### config.mk
export PLATFORM = sky130hd
export DESIGN_NAME = bdcm_config_mem
export DESIGN_NICKNAME = d
export VERILOG_FILES = /design/src/bdcm_pkg.sv /design/src/bdcm_cell_if.sv /design/src/bdcm_cell_array.sv /design/src/bdcm_config_mem.sv
export SDC_FILE = /design/constraint.sdc
export NUM_CORES = 1
export LEC_CHECK = 0
export ABC_AREA = 1
export BUFFER_PORTS_ARGS = -buffer_cell sky130_fd_sc_hd__buf_2
export CORE_MARGIN = 3
export CORE_UTILIZATION = 56
export DETAILED_ROUTE_END_ITERATION = 7
export GPL_TIMING_DRIVEN = 0
export PLACE_DENSITY_LB_ADDON = 0.05
export SLEW_MARGIN = 10
export SYNTH_ARGS = -nofsm -noshare
export SYNTH_HDL_FRONTEND = slang
export SYNTH_SLANG_ARGS = --single-unit
### constraint.sdc
create_clock -name core_clk_i -period 7.8 [get_ports core_clk_i]
set_input_delay 0.78 -clock core_clk_i [delete_from_list [all_inputs] [get_ports core_clk_i]]
set_output_delay 0.78 -clock core_clk_i [all_outputs]
set_load 0.01 [all_outputs]
### src/bdcm_pkg.sv
// bdcm_pkg: shared constants for the block configuration memory.
// assumes: included before the interface and the modules.
package bdcm_pkg;
	// ---------------------------------------------------------------
	// geometry
	// ---------------------------------------------------------------
	localparam int ADDR_W = 7;
	localparam int DATA_W = 16;
	localparam int DEPTH  = 8;
	// ---------------------------------------------------------------
	// address map
	// ---------------------------------------------------------------
	// cell 7: read returns status, write pulses function enables
	localparam logic [ADDR_W-1:0] STAT_ADDR = 7'h07;
	// cells 0..5 read-write, cell 6 read-only
	localparam logic [ADDR_W-1:0] RO_ADDR   = 7'h06;
	// ---------------------------------------------------------------
	// timing
	// ---------------------------------------------------------------
	// cycles from taken request to the access_done pulse
	localparam logic [3:0] LAT_CYC = 4'h3;
	typedef enum logic [1:0]
	{
		BDCM_IDLE = 2'b00,
		BDCM_BUSY = 2'b01,
		BDCM_DONE = 2'b10
	} bdcm_state_t;
endpackage

### src/bdcm_cell_if.sv
// bdcm_cell_if: write path between the port controller and the cell array.
// assumes: both ends on core_clk_i.
`timescale 1ns/1ps
interface bdcm_cell_if;
	logic                      wr_en;
	logic [bdcm_pkg::ADDR_W-1:0] wr_addr;
	logic [bdcm_pkg::DATA_W-1:0] wr_data;
	logic [bdcm_pkg::DATA_W*bdcm_pkg::DEPTH-1:0] cells;
	modport ctrl (output wr_en, output wr_addr, output wr_data, input cells);
	modport array (input wr_en, input wr_addr, input wr_data, output cells);
endinterface

### src/bdcm_cell_array.sv
// bdcm_cell_array: flip-flop storage of the configuration cells.
// assumes: one writer at a time, initial image given by the load inputs.
`timescale 1ns/1ps
module bdcm_cell_array
(
	input  wire logic                                          core_clk_i,
	input  wire logic                                          load_i,
	input  wire logic [bdcm_pkg::DATA_W*bdcm_pkg::DEPTH-1:0]   load_image_i,
	bdcm_cell_if.array                                          cif
);
	logic [bdcm_pkg::DATA_W-1:0] mem_q [bdcm_pkg::DEPTH];
	logic [bdcm_pkg::DATA_W-1:0] mem_d [bdcm_pkg::DEPTH];

	genvar g;
	generate
		for (g = 0; g < bdcm_pkg::DEPTH; g++)
		begin : g_cell
			always_comb
			begin
				mem_d[g] = mem_q[g];
				if (load_i)
					mem_d[g] = load_image_i[g*bdcm_pkg::DATA_W +: bdcm_pkg::DATA_W];
				else if (cif.wr_en && cif.wr_addr == bdcm_pkg::ADDR_W'(g))
					mem_d[g] = cif.wr_data;
			end
			always_ff @(posedge core_clk_i)
				mem_q[g] <= mem_d[g];
			assign cif.cells[g*bdcm_pkg::DATA_W +: bdcm_pkg::DATA_W] = mem_q[g];
		end
	endgenerate
endmodule // bdcm_cell_array

### src/bdcm_config_mem.sv
// bdcm_config_mem: configuration memory with fabric port and config-port write.
// assumes: fabric inputs on core_clk_i; srst_i models the bitstream load.
`timescale 1ns/1ps
// What this block does
// - addressable cell memory reachable from fabric, per-cell read/write access
// - every cell loads its bitstream value at configuration
// - config access port can also rewrite cells after initialization
// - stored cell values drive the functional logic through config_bits_o, registered one cycle behind the cells
// - map holds read-only status and write-only enable locations
// - shared address reads status, write only fires function enables
// - inputs registered on rising edge; enable one cycle with address
// - access_done pulses one cycle; read data valid only then
// - write data captured at enable cycle, stored before access_done
module bdcm_config_mem
(
	input  wire logic                                        core_clk_i,
	input  wire logic                                        srst_i,
	input  wire logic [bdcm_pkg::DATA_W*bdcm_pkg::DEPTH-1:0] boot_image_i,
	input  wire logic                                        access_enable_i,
	input  wire logic                                        write_select_i,
	input  wire logic [bdcm_pkg::ADDR_W-1:0]                 cell_address_i,
	input  wire logic [bdcm_pkg::DATA_W-1:0]                 write_data_bus_i,
	input  wire logic                                        cfg_wr_en_i,
	input  wire logic [bdcm_pkg::ADDR_W-1:0]                 cfg_wr_addr_i,
	input  wire logic [bdcm_pkg::DATA_W-1:0]                 cfg_wr_data_i,
	input  wire logic [bdcm_pkg::DATA_W-1:0]                 status_i,
	output logic      [bdcm_pkg::DATA_W-1:0]                 read_data_o,
	output logic                                             access_done_o,
	output logic      [bdcm_pkg::DATA_W*bdcm_pkg::DEPTH-1:0] config_bits_o,
	output logic      [bdcm_pkg::DATA_W-1:0]                 func_strobe_o
);
	bdcm_cell_if cif ();

	bdcm_cell_array u_array
	(
		.core_clk_i   (core_clk_i),
		.load_i       (srst_i),
		.load_image_i (boot_image_i),
		.cif          (cif)
	);

	// ---------------------------------------------------------------
	// access sequencer
	// ---------------------------------------------------------------
	bdcm_pkg::bdcm_state_t        st_q, st_d;
	logic [3:0]                   cnt_q, cnt_d;
	logic                         we_q, we_d;
	logic [bdcm_pkg::ADDR_W-1:0]  addr_q, addr_d;
	logic [bdcm_pkg::DATA_W-1:0]  wdat_q, wdat_d;
	logic [bdcm_pkg::DATA_W-1:0]  rdat_q, rdat_d;
	logic                         done_q, done_d;
	logic [bdcm_pkg::DATA_W-1:0]  strb_q, strb_d;
	logic [bdcm_pkg::DATA_W*bdcm_pkg::DEPTH-1:0] cfg_q, cfg_d;
	logic                         port_wr;
	logic                         take;
	logic                         in_map;
	logic [bdcm_pkg::DATA_W-1:0]  rd_mux;

	// next access may be taken in the very cycle access_done shows
	assign take = access_enable_i && (st_q == bdcm_pkg::BDCM_IDLE || done_q);
	assign in_map = addr_q < bdcm_pkg::ADDR_W'(bdcm_pkg::DEPTH - 1);
	assign port_wr = st_q == bdcm_pkg::BDCM_BUSY && cnt_q == 4'h1 && we_q && in_map
		&& addr_q != bdcm_pkg::RO_ADDR;

	always_comb
	begin
		rd_mux = '0;
		if (addr_q == bdcm_pkg::STAT_ADDR)
			rd_mux = status_i;
		else if (addr_q <= bdcm_pkg::RO_ADDR)
			rd_mux = cif.cells[addr_q[2:0]*bdcm_pkg::DATA_W +: bdcm_pkg::DATA_W];
	end

	// config port wins the cell array; a colliding fabric write is retried next cycle
	always_comb
	begin
		cif.wr_en   = cfg_wr_en_i || port_wr;
		cif.wr_addr = cfg_wr_en_i ? cfg_wr_addr_i : addr_q;
		cif.wr_data = cfg_wr_en_i ? cfg_wr_data_i : wdat_q;
	end

	always_comb
	begin
		st_d   = st_q;
		cnt_d  = cnt_q;
		we_d   = we_q;
		addr_d = addr_q;
		wdat_d = wdat_q;
		rdat_d = rdat_q;
		done_d = 1'b0;
		strb_d = '0;
		cfg_d  = cif.cells;
		case (st_q)
			bdcm_pkg::BDCM_IDLE,
			bdcm_pkg::BDCM_DONE:
			begin
				st_d = bdcm_pkg::BDCM_IDLE;
				if (take)
				begin
					st_d   = bdcm_pkg::BDCM_BUSY;
					cnt_d  = bdcm_pkg::LAT_CYC;
					we_d   = write_select_i;
					addr_d = cell_address_i;
					wdat_d = write_data_bus_i;
				end
			end
			bdcm_pkg::BDCM_BUSY:
			begin
				if (cnt_q == 4'h1 && cfg_wr_en_i && port_wr)
					cnt_d = cnt_q;
				else if (cnt_q == 4'h1)
				begin
					st_d   = bdcm_pkg::BDCM_DONE;
					done_d = 1'b1;
					rdat_d = rd_mux;
					if (we_q && addr_q == bdcm_pkg::STAT_ADDR)
						strb_d = wdat_q;
				end
				else
					cnt_d = cnt_q - 4'h1;
			end
			default:
				st_d = bdcm_pkg::BDCM_IDLE;
		endcase
	end

	always_ff @(posedge core_clk_i)
	begin
		if (srst_i)
		begin
			st_q   <= bdcm_pkg::BDCM_IDLE;
			cnt_q  <= 4'h0;
			we_q   <= 1'b0;
			addr_q <= '0;
			wdat_q <= '0;
			rdat_q <= '0;
			done_q <= 1'b0;
			strb_q <= '0;
			cfg_q  <= '0;
		end
		else
		begin
			st_q   <= st_d;
			cnt_q  <= cnt_d;
			we_q   <= we_d;
			addr_q <= addr_d;
			wdat_q <= wdat_d;
			rdat_q <= rdat_d;
			done_q <= done_d;
			strb_q <= strb_d;
			cfg_q  <= cfg_d;
		end
	end

	assign read_data_o   = rdat_q;
	assign access_done_o = done_q;
	assign func_strobe_o = strb_q;
	assign config_bits_o = cfg_q;

	// ---------------------------------------------------------------
	// checks
	// ---------------------------------------------------------------
	property p_done_one
		;
		@(posedge core_clk_i) disable iff (srst_i)
		access_done_o |=> !access_done_o;
	endproperty
	a_done_one : assert property (p_done_one) else $error("done held");

	property p_take_done
		;
		@(posedge core_clk_i) disable iff (srst_i)
		(take && !cfg_wr_en_i) |-> ##[1:8] access_done_o;
	endproperty
	a_take_done : assert property (p_take_done) else $error("no done");

	property p_ignore
		;
		@(posedge core_clk_i) disable iff (srst_i)
		(st_q == bdcm_pkg::BDCM_BUSY && access_enable_i) |=> $stable(addr_q) && $stable(we_q)
			&& $stable(wdat_q);
	endproperty
	a_ignore : assert property (p_ignore) else $error("busy enable taken");

	property p_ro
		;
		@(posedge core_clk_i) disable iff (srst_i)
		// top two cells (read-only, status) move only by load or config port
		!srst_i && !cfg_wr_en_i |=>
			$stable(cif.cells[bdcm_pkg::DATA_W*bdcm_pkg::DEPTH-1 -: 2*bdcm_pkg::DATA_W]);
	endproperty
	a_ro : assert property (p_ro) else $error("write to read-only");

	property p_strobe
		;
		@(posedge core_clk_i) disable iff (srst_i)
		(func_strobe_o != '0) |-> access_done_o && $past(we_q)
			&& $past(addr_q) == bdcm_pkg::STAT_ADDR;
	endproperty
	a_strobe : assert property (p_strobe) else $error("stray strobe");

	property p_wr_before
		;
		@(posedge core_clk_i) disable iff (srst_i)
		port_wr && !cfg_wr_en_i |=> access_done_o;
	endproperty
	a_wr_before : assert property (p_wr_before) else $error("write late");

	property p_cfg_wr
		;
		@(posedge core_clk_i) disable iff (srst_i)
		cfg_wr_en_i && cfg_wr_addr_i < bdcm_pkg::ADDR_W'(bdcm_pkg::DEPTH) |=> ##1
			config_bits_o[$past(cfg_wr_addr_i[2:0],2)*bdcm_pkg::DATA_W +: bdcm_pkg::DATA_W]
			== $past(cfg_wr_data_i,2);
	endproperty
	a_cfg_wr : assert property (p_cfg_wr) else $error("cfg write lost");

	property p_load
		;
		@(posedge core_clk_i)
		srst_i ##1 !srst_i && !cfg_wr_en_i |-> ##1 config_bits_o == $past(boot_image_i,2);
	endproperty
	a_load : assert property (p_load) else $error("load lost");
endmodule // bdcm_config_mem

# Yosys cells after proc, flatten, opt, wreduce, memory -nomap -nowiden
# Memories as Yosys holds them, arrays and structs flattened.
# Cells that the tools add are included.
# word_totals
regBits,191
latch_bits,0
ram_bits,128
mem_bits_ro,0
n_memories,1
# classes
n_addsub,1
n_mul,0
div,0
magnitude_cmp,2
eq_ne,16
shifts,1
muxes,29
bitwise,4
reduce_logical,28
# memory_table
name,words,word_bits,rd,rd_clocked_by_memory_dff,write_ports,line_no,text
u_array.mem_q,8,16,8,0,8,bdcm_cell_array.sv:11,logic [bdcm_pkg::DATA_W-1:0] mem_q [bdcm_pkg::DEPTH];
# op_table
operator,count
16-bit 2-to-1 mux,19
128-bit by 8-bit variable part select with 16-bit output,1
7-bit by 3-bit equality test with 1-bit output (second input constant),5
1-bit logical AND,16
7-bit by 2-bit equality test with 1-bit output (second input constant),2
4-bit 2-to-1 mux,3
4-bit one-hot mux with 2 select lines,1
7-bit by 1-bit equality test with 1-bit output (second input constant),1
7-bit by 3-bit less-or-equal comparator with 1-bit output (second input constant),1
7-bit logical NOT,1
7-bit by 3-bit < comparator with 1-bit output (second input constant),1
7-bit 2-to-1 mux,1
7-bit by 3-bit != test with 1-bit output (second input constant),1
2-bit != test (second input constant),3
5-bit OR reduction,1
4-bit by 1-bit equality test with 1-bit output (second input constant),1
2-bit 2-to-1 mux,2
1-bit inverter,4
2-bit one-hot mux with 2 select lines,1
2-bit AND reduction,2
4-bit AND reduction,1
4-bit by 1-bit subtractor with 4-bit output (second input constant),1
3-bit AND reduction,1
3-bit OR reduction,1
other kinds (8),10

# Logic depth before layout (Yosys ltp)
# logic_depth
depth_word,9
mapped_depth,11

# Hierarchy
# From an unflattened synthesis, not the netlist that was laid out.
# unflattened
hier_cells,1531
area_unflattened_um2,12690.9
# by_module_without_submodules
mod,instances,cells_per_inst,area_each_um2
bdcm_config_mem,1,1076,7524.7
bdcm_cell_array,1,455,5166.2

# Worst setup path after synthesis
# OpenSTA, ideal clock, no wires.
# synth_timing
path_kind,input-to-reg
start,input port cfg_wr_en_i
end,"memory u_array.mem_q[0][0] (netlist bit), enable pin"
setup_ns,0.411
arrival_ns,2.799
required_time_ns,7.389
setup_slack_ns,4.590
stages,6
n_path_buf,1
cell_sequence,buf_2 > inv_2 > or2_2 > a21oi_1 > nand3_1 > o21ai_0
# synth_rtl
element,line_no,text
"start, declared",bdcm_config_mem.sv:23,"input wire logic cfg_wr_en_i,"
"end, declared",bdcm_cell_array.sv:11,

==> impl_metrics.json <==
{
  "outcome": "finished clean",
  "skew_ps": 16.5,
  "achievable-frequency_ghz": 0.411,
  "min-delay-start": "u_array.mem_q[1][56]$_DFFE_PP_",
  "hold_buffers": 0,
  "cp_num_buf_inv": 4,
  "final_layout_size_suffix_gt1_share_pct": 23.5,
  "first_pass_grt_wire_length_um": 61200,
  "critical_path.endpoint_type": "flop",
  "groute.usage.overall_pct": 34.1,
  "clock_slew_at_reported_path_ffs_ps": 60,
  "number_of_stages_on_the_worst_hold_path": 2,
  "initial_utilization_pct": 57.5,
  "drt-initial-drc-count": 1102,
  "ir_worst_vdd_uv": 207,
  "dpl.cell_count": 2186,
  "number_of_antenna_violations_at_the_first_check_in_global_routing": 4,
  "dieHeight_um": 156,
  "globalplace.congestion": 0.970,
  "synthesized_netlist_net_count": 1741,
  "critical_path.startpoint_type": "flop",
  "cts.sink_count": 319,
  "grt.overflow.total": 0,
  "synthesis.instances": 1544,
  "total_wirelength_of_the_detailed_routed_design_um": 43400,
  "path_max_fanout": 10,
  "timing.final.max_slew_violations": 0,
  "slowest_stage": "sky130_fd_sc_hd__dfxtp_1",
  "power.switching_fraction_pct": 26.9,
  "design.portCount": 356,
  "finalCritPeriodShare_pct": 31.2,
  "routed_via_density": 5.20,
  "postCtsSetupBuffers": 0,
  "grt_start_max_net_pins": 17,
  "finalHoldViolCount": 0,
  "setup_repair_after_global_routing_missed_its_margin": "false",
  "tritoncts.num_buffers": 34,
  "worstRegToRegCells": 8,
  "detail_route.drc_violations": 0,
  "timing.slew.headroom_pct": 19.1,
  "power.internal_w": 0.00298,
  "ys_ff_latch": 319,
  "tightest_slew_ps": 1200,
  "yosys.cell_types.count": 30,
  "layout_area_growth_over_synthesis_pct": 26.9,
  "final_instance_count_excl_fillers": 2250,
  "cts.htree.levels": 2,
  "cp_top_family": "compound AO/OA/AOI/OAI gates",
  "setup_tns_ps": 0,
  "reg_to_reg_startpoint": "addr_q[0]$_SDFFE_PP0P_",
  "ctsLongestPathBuffers": 3,
  "worst_skew_pair.late_latency_ps": 520,
  "powerDensity_mw_per_mm2": 255,
  "clock_tree.root_cell": "sky130_fd_sc_hd__clkbuf_16",
  "number_of_rows_in_the_core_area": 54,
  "worst-path-stages": 8,
  "firstDrtPassIters": 5,
  "critical_path_cell_list": "inv_2 -> buf_2 -> o21ai_1 -> inv_1 -> nor2_1 -> nand3_1 -> o21ai_2 -> buf_6",
  "post-synth-top-area-cell": "sky130_fd_sc_hd__edfxtp_1",
  "drv.max_cap_violation_count": 0,
  "cp_data_arrival_time_ps": 2650,
  "die_width_um": 156,
  "power.share.combinational_pct": 14.7,
  "yosysSeqAreaShare_pct": 60.7,
  "port_buffers": 353,
  "final_nets": 2139,
  "crit_type": "flop to flop",
  "clock_tree_from_tritoncts": "built",
  "finalSetupViolations": 0,
  "via_count": 11700,
  "hold_slack_ps": 462,
  "layout_commonest_cell": "sky130_fd_sc_hd__nand2_1",
  "min-delay-path-class": "flop to flop",
  "route.detailed.wl_per_inst_um": 19.3,
  "leakage_nw": 8.37,
  "finalCoreUtilization_pct": 72.9,
  "power.net_switching_w": 0.00110,
  "via_count_of_the_first_global_routing_pass": 10900,
  "dpl.hpwl_um": 31900,
  "post_synthesis_cell_area_sq_mm": 0.0126,
  "final_period_minus_worst_setup_slack_ps": 2430,
  "synth-warning-count": 0,
  "share_of_total_power_in_the_clock_network_pct": 38.4,
  "fin_total_pwr_w": 0.00408,
  "core_sq_mm": 0.0220,
  "ys_top_cells_by_area": "sky130_fd_sc_hd__edfxtp_1 30%, sky130_fd_sc_hd__dfxtp_1 30%, sky130_fd_sc_hd__nand2_1 16%",
  "worst_path_largest_cell_delay_ps": 480,
  "critical_path_required_ps": 8020,
  "yosys.area.top_type_share_pct": 30.5,
  "detail-route-antenna-nets": 0,
  "mostFrequentLayoutCells": "528 x sky130_fd_sc_hd__nand2_1, 367 x sky130_fd_sc_hd__buf_2, 258 x sky130_fd_sc_hd__nor2_1, 191 x sky130_fd_sc_hd__dfxtp_1, 173 x sky130_fd_sc_hd__inv_1",
  "crit_start": "addr_q[0]$_SDFFE_PP0P_",
  "post_synth.cell_area_avg_sq_um": 8.17,
  "p_seq_share_pct": 46.9,
  "fp.dieArea_sq_mm": 0.0244,
  "post_cts.resized_instances": 0
}
through the flow:
step           setup WS (ps)  area (sq um)
3_5_place_dp            4920         14900
2_1_floorplan           4590         12600
6_report                5370         16000
5_1_grt                 5320         16000
4_1_cts                 5410         16000
3_3_place_gp            3580         14700
synthesized netlist by cell type:
cell type                  number
sky130_fd_sc_hd__clkbuf_2       1
sky130_fd_sc_hd__nor3_4         1
sky130_fd_sc_hd__nand3_4        1
sky130_fd_sc_hd__a21oi_1       48
sky130_fd_sc_hd__edfxtp_1     128
sky130_fd_sc_hd__o21ai_1       17
sky130_fd_sc_hd__or2_2          1
sky130_fd_sc_hd__o21ai_0       37
sky130_fd_sc_hd__inv_1        173
sky130_fd_sc_hd__nor2_2         2
sky130_fd_sc_hd__nand2_4        1
sky130_fd_sc_hd__nand3_1       66
sky130_fd_sc_hd__nor3_1         4
sky130_fd_sc_hd__nor3b_1        1
sky130_fd_sc_hd__a21oi_4        1
sky130_fd_sc_hd__buf_6          1
sky130_fd_sc_hd__buf_4          5
sky130_fd_sc_hd__dfxtp_1      191
sky130_fd_sc_hd__nand2_1      528
sky130_fd_sc_hd__ha_1           2
sky130_fd_sc_hd__buf_2         14
sky130_fd_sc_hd__nand3b_1       1
sky130_fd_sc_hd__buf_1          4
sky130_fd_sc_hd__clkinv_1       1
sky130_fd_sc_hd__clkbuf_1      50
sky130_fd_sc_hd__and3_1         1
sky130_fd_sc_hd__inv_2          4
sky130_fd_sc_hd__nor3_2         1
sky130_fd_sc_hd__nor2_1       258
sky130_fd_sc_hd__nand4_2        1
worst paths after layout:
kind	endpoint	slack [ps]
setup reg to reg	u_array.mem_q[1][26]$_DFFE_PP_	5370
setup / recovery	u_array.mem_q[1][26]$_DFFE_PP_	5370
hold / removal	config_bits_o[120]$_SDFF_PP0_	460
hold reg to reg	config_bits_o[120]$_SDFF_PP0_	460
state kept, by name (all words and copies together), names as in the netlist:
register and count:
config_bits_o 128, addr_q 7, access_done_o 1, wdat_q 16
read_data_o 16, st_q 2, cnt_q 4, func_strobe_o 16
we_q 1, u_array.mem_q 128
power by group through the flow:
stage / clock network [W] / logic, W / registers, W
global route: 0.00163 / 0.000649 / 0.00192
finish: 0.00156 / 0.000599 / 0.00191
CTS: 0.00156 / 0.000585 / 0.00191
floorplan: 0 / 0.000294 / 0.00196
global placement: 0 / 0.000560 / 0.00195
detailed placement: 0 / 0.000582 / 0.00195
logic make-up (layout without fill, tap and decap cells):
group	count (synthesis)	after routing	synth area share (%)
other cells	0	3	0
fa+ha+maj	2	2	0.198
flops	319	319	60.7
simple gates	867	867	27.0
compound gates	103	103	4.17
buf+inv	253	676	7.88
layout make-up:
| type | instances | area (sq um) |
|---|---|---|
| clock inverter | 9 | 75.1 |
| inverter | 178 | 668 |
| buffer | 75 | 327 |
| fill | 1748 | 5950 |
| multi-input combinational | 972 | 4020 |
| clock buffer | 52 | 1000 |
| antenna | 3 | 7.51 |
| tap | 280 | 350 |
| timing repair buffer | 362 | 1900 |
| sequential | 319 | 7670 |
worst register-to-register path, stage by stage (launching register included):
cell and delay [ps]:
sky130_fd_sc_hd__dfxtp_1 480, sky130_fd_sc_hd__inv_2 130, sky130_fd_sc_hd__buf_2 240, sky130_fd_sc_hd__o21ai_1 250, sky130_fd_sc_hd__inv_1 80, sky130_fd_sc_hd__nor2_1 150
sky130_fd_sc_hd__nand3_1 110, sky130_fd_sc_hd__o21ai_2 460, sky130_fd_sc_hd__buf_6 240
routing by layer:
| layer | part of all wire, % | wire length (um) | track usage, % |
|---|---|---|---|
| met5 | 0.016 | 7 | 0 |
| met3 | 11 | 4840 | 6.24 |
| met4 | 5.0 | 2170 | 16.5 |
| met1 | 37 | 16300 | 43.7 |
| met2 | 46 | 20100 | 56.2 |
(Power assumes the default switching activity.)
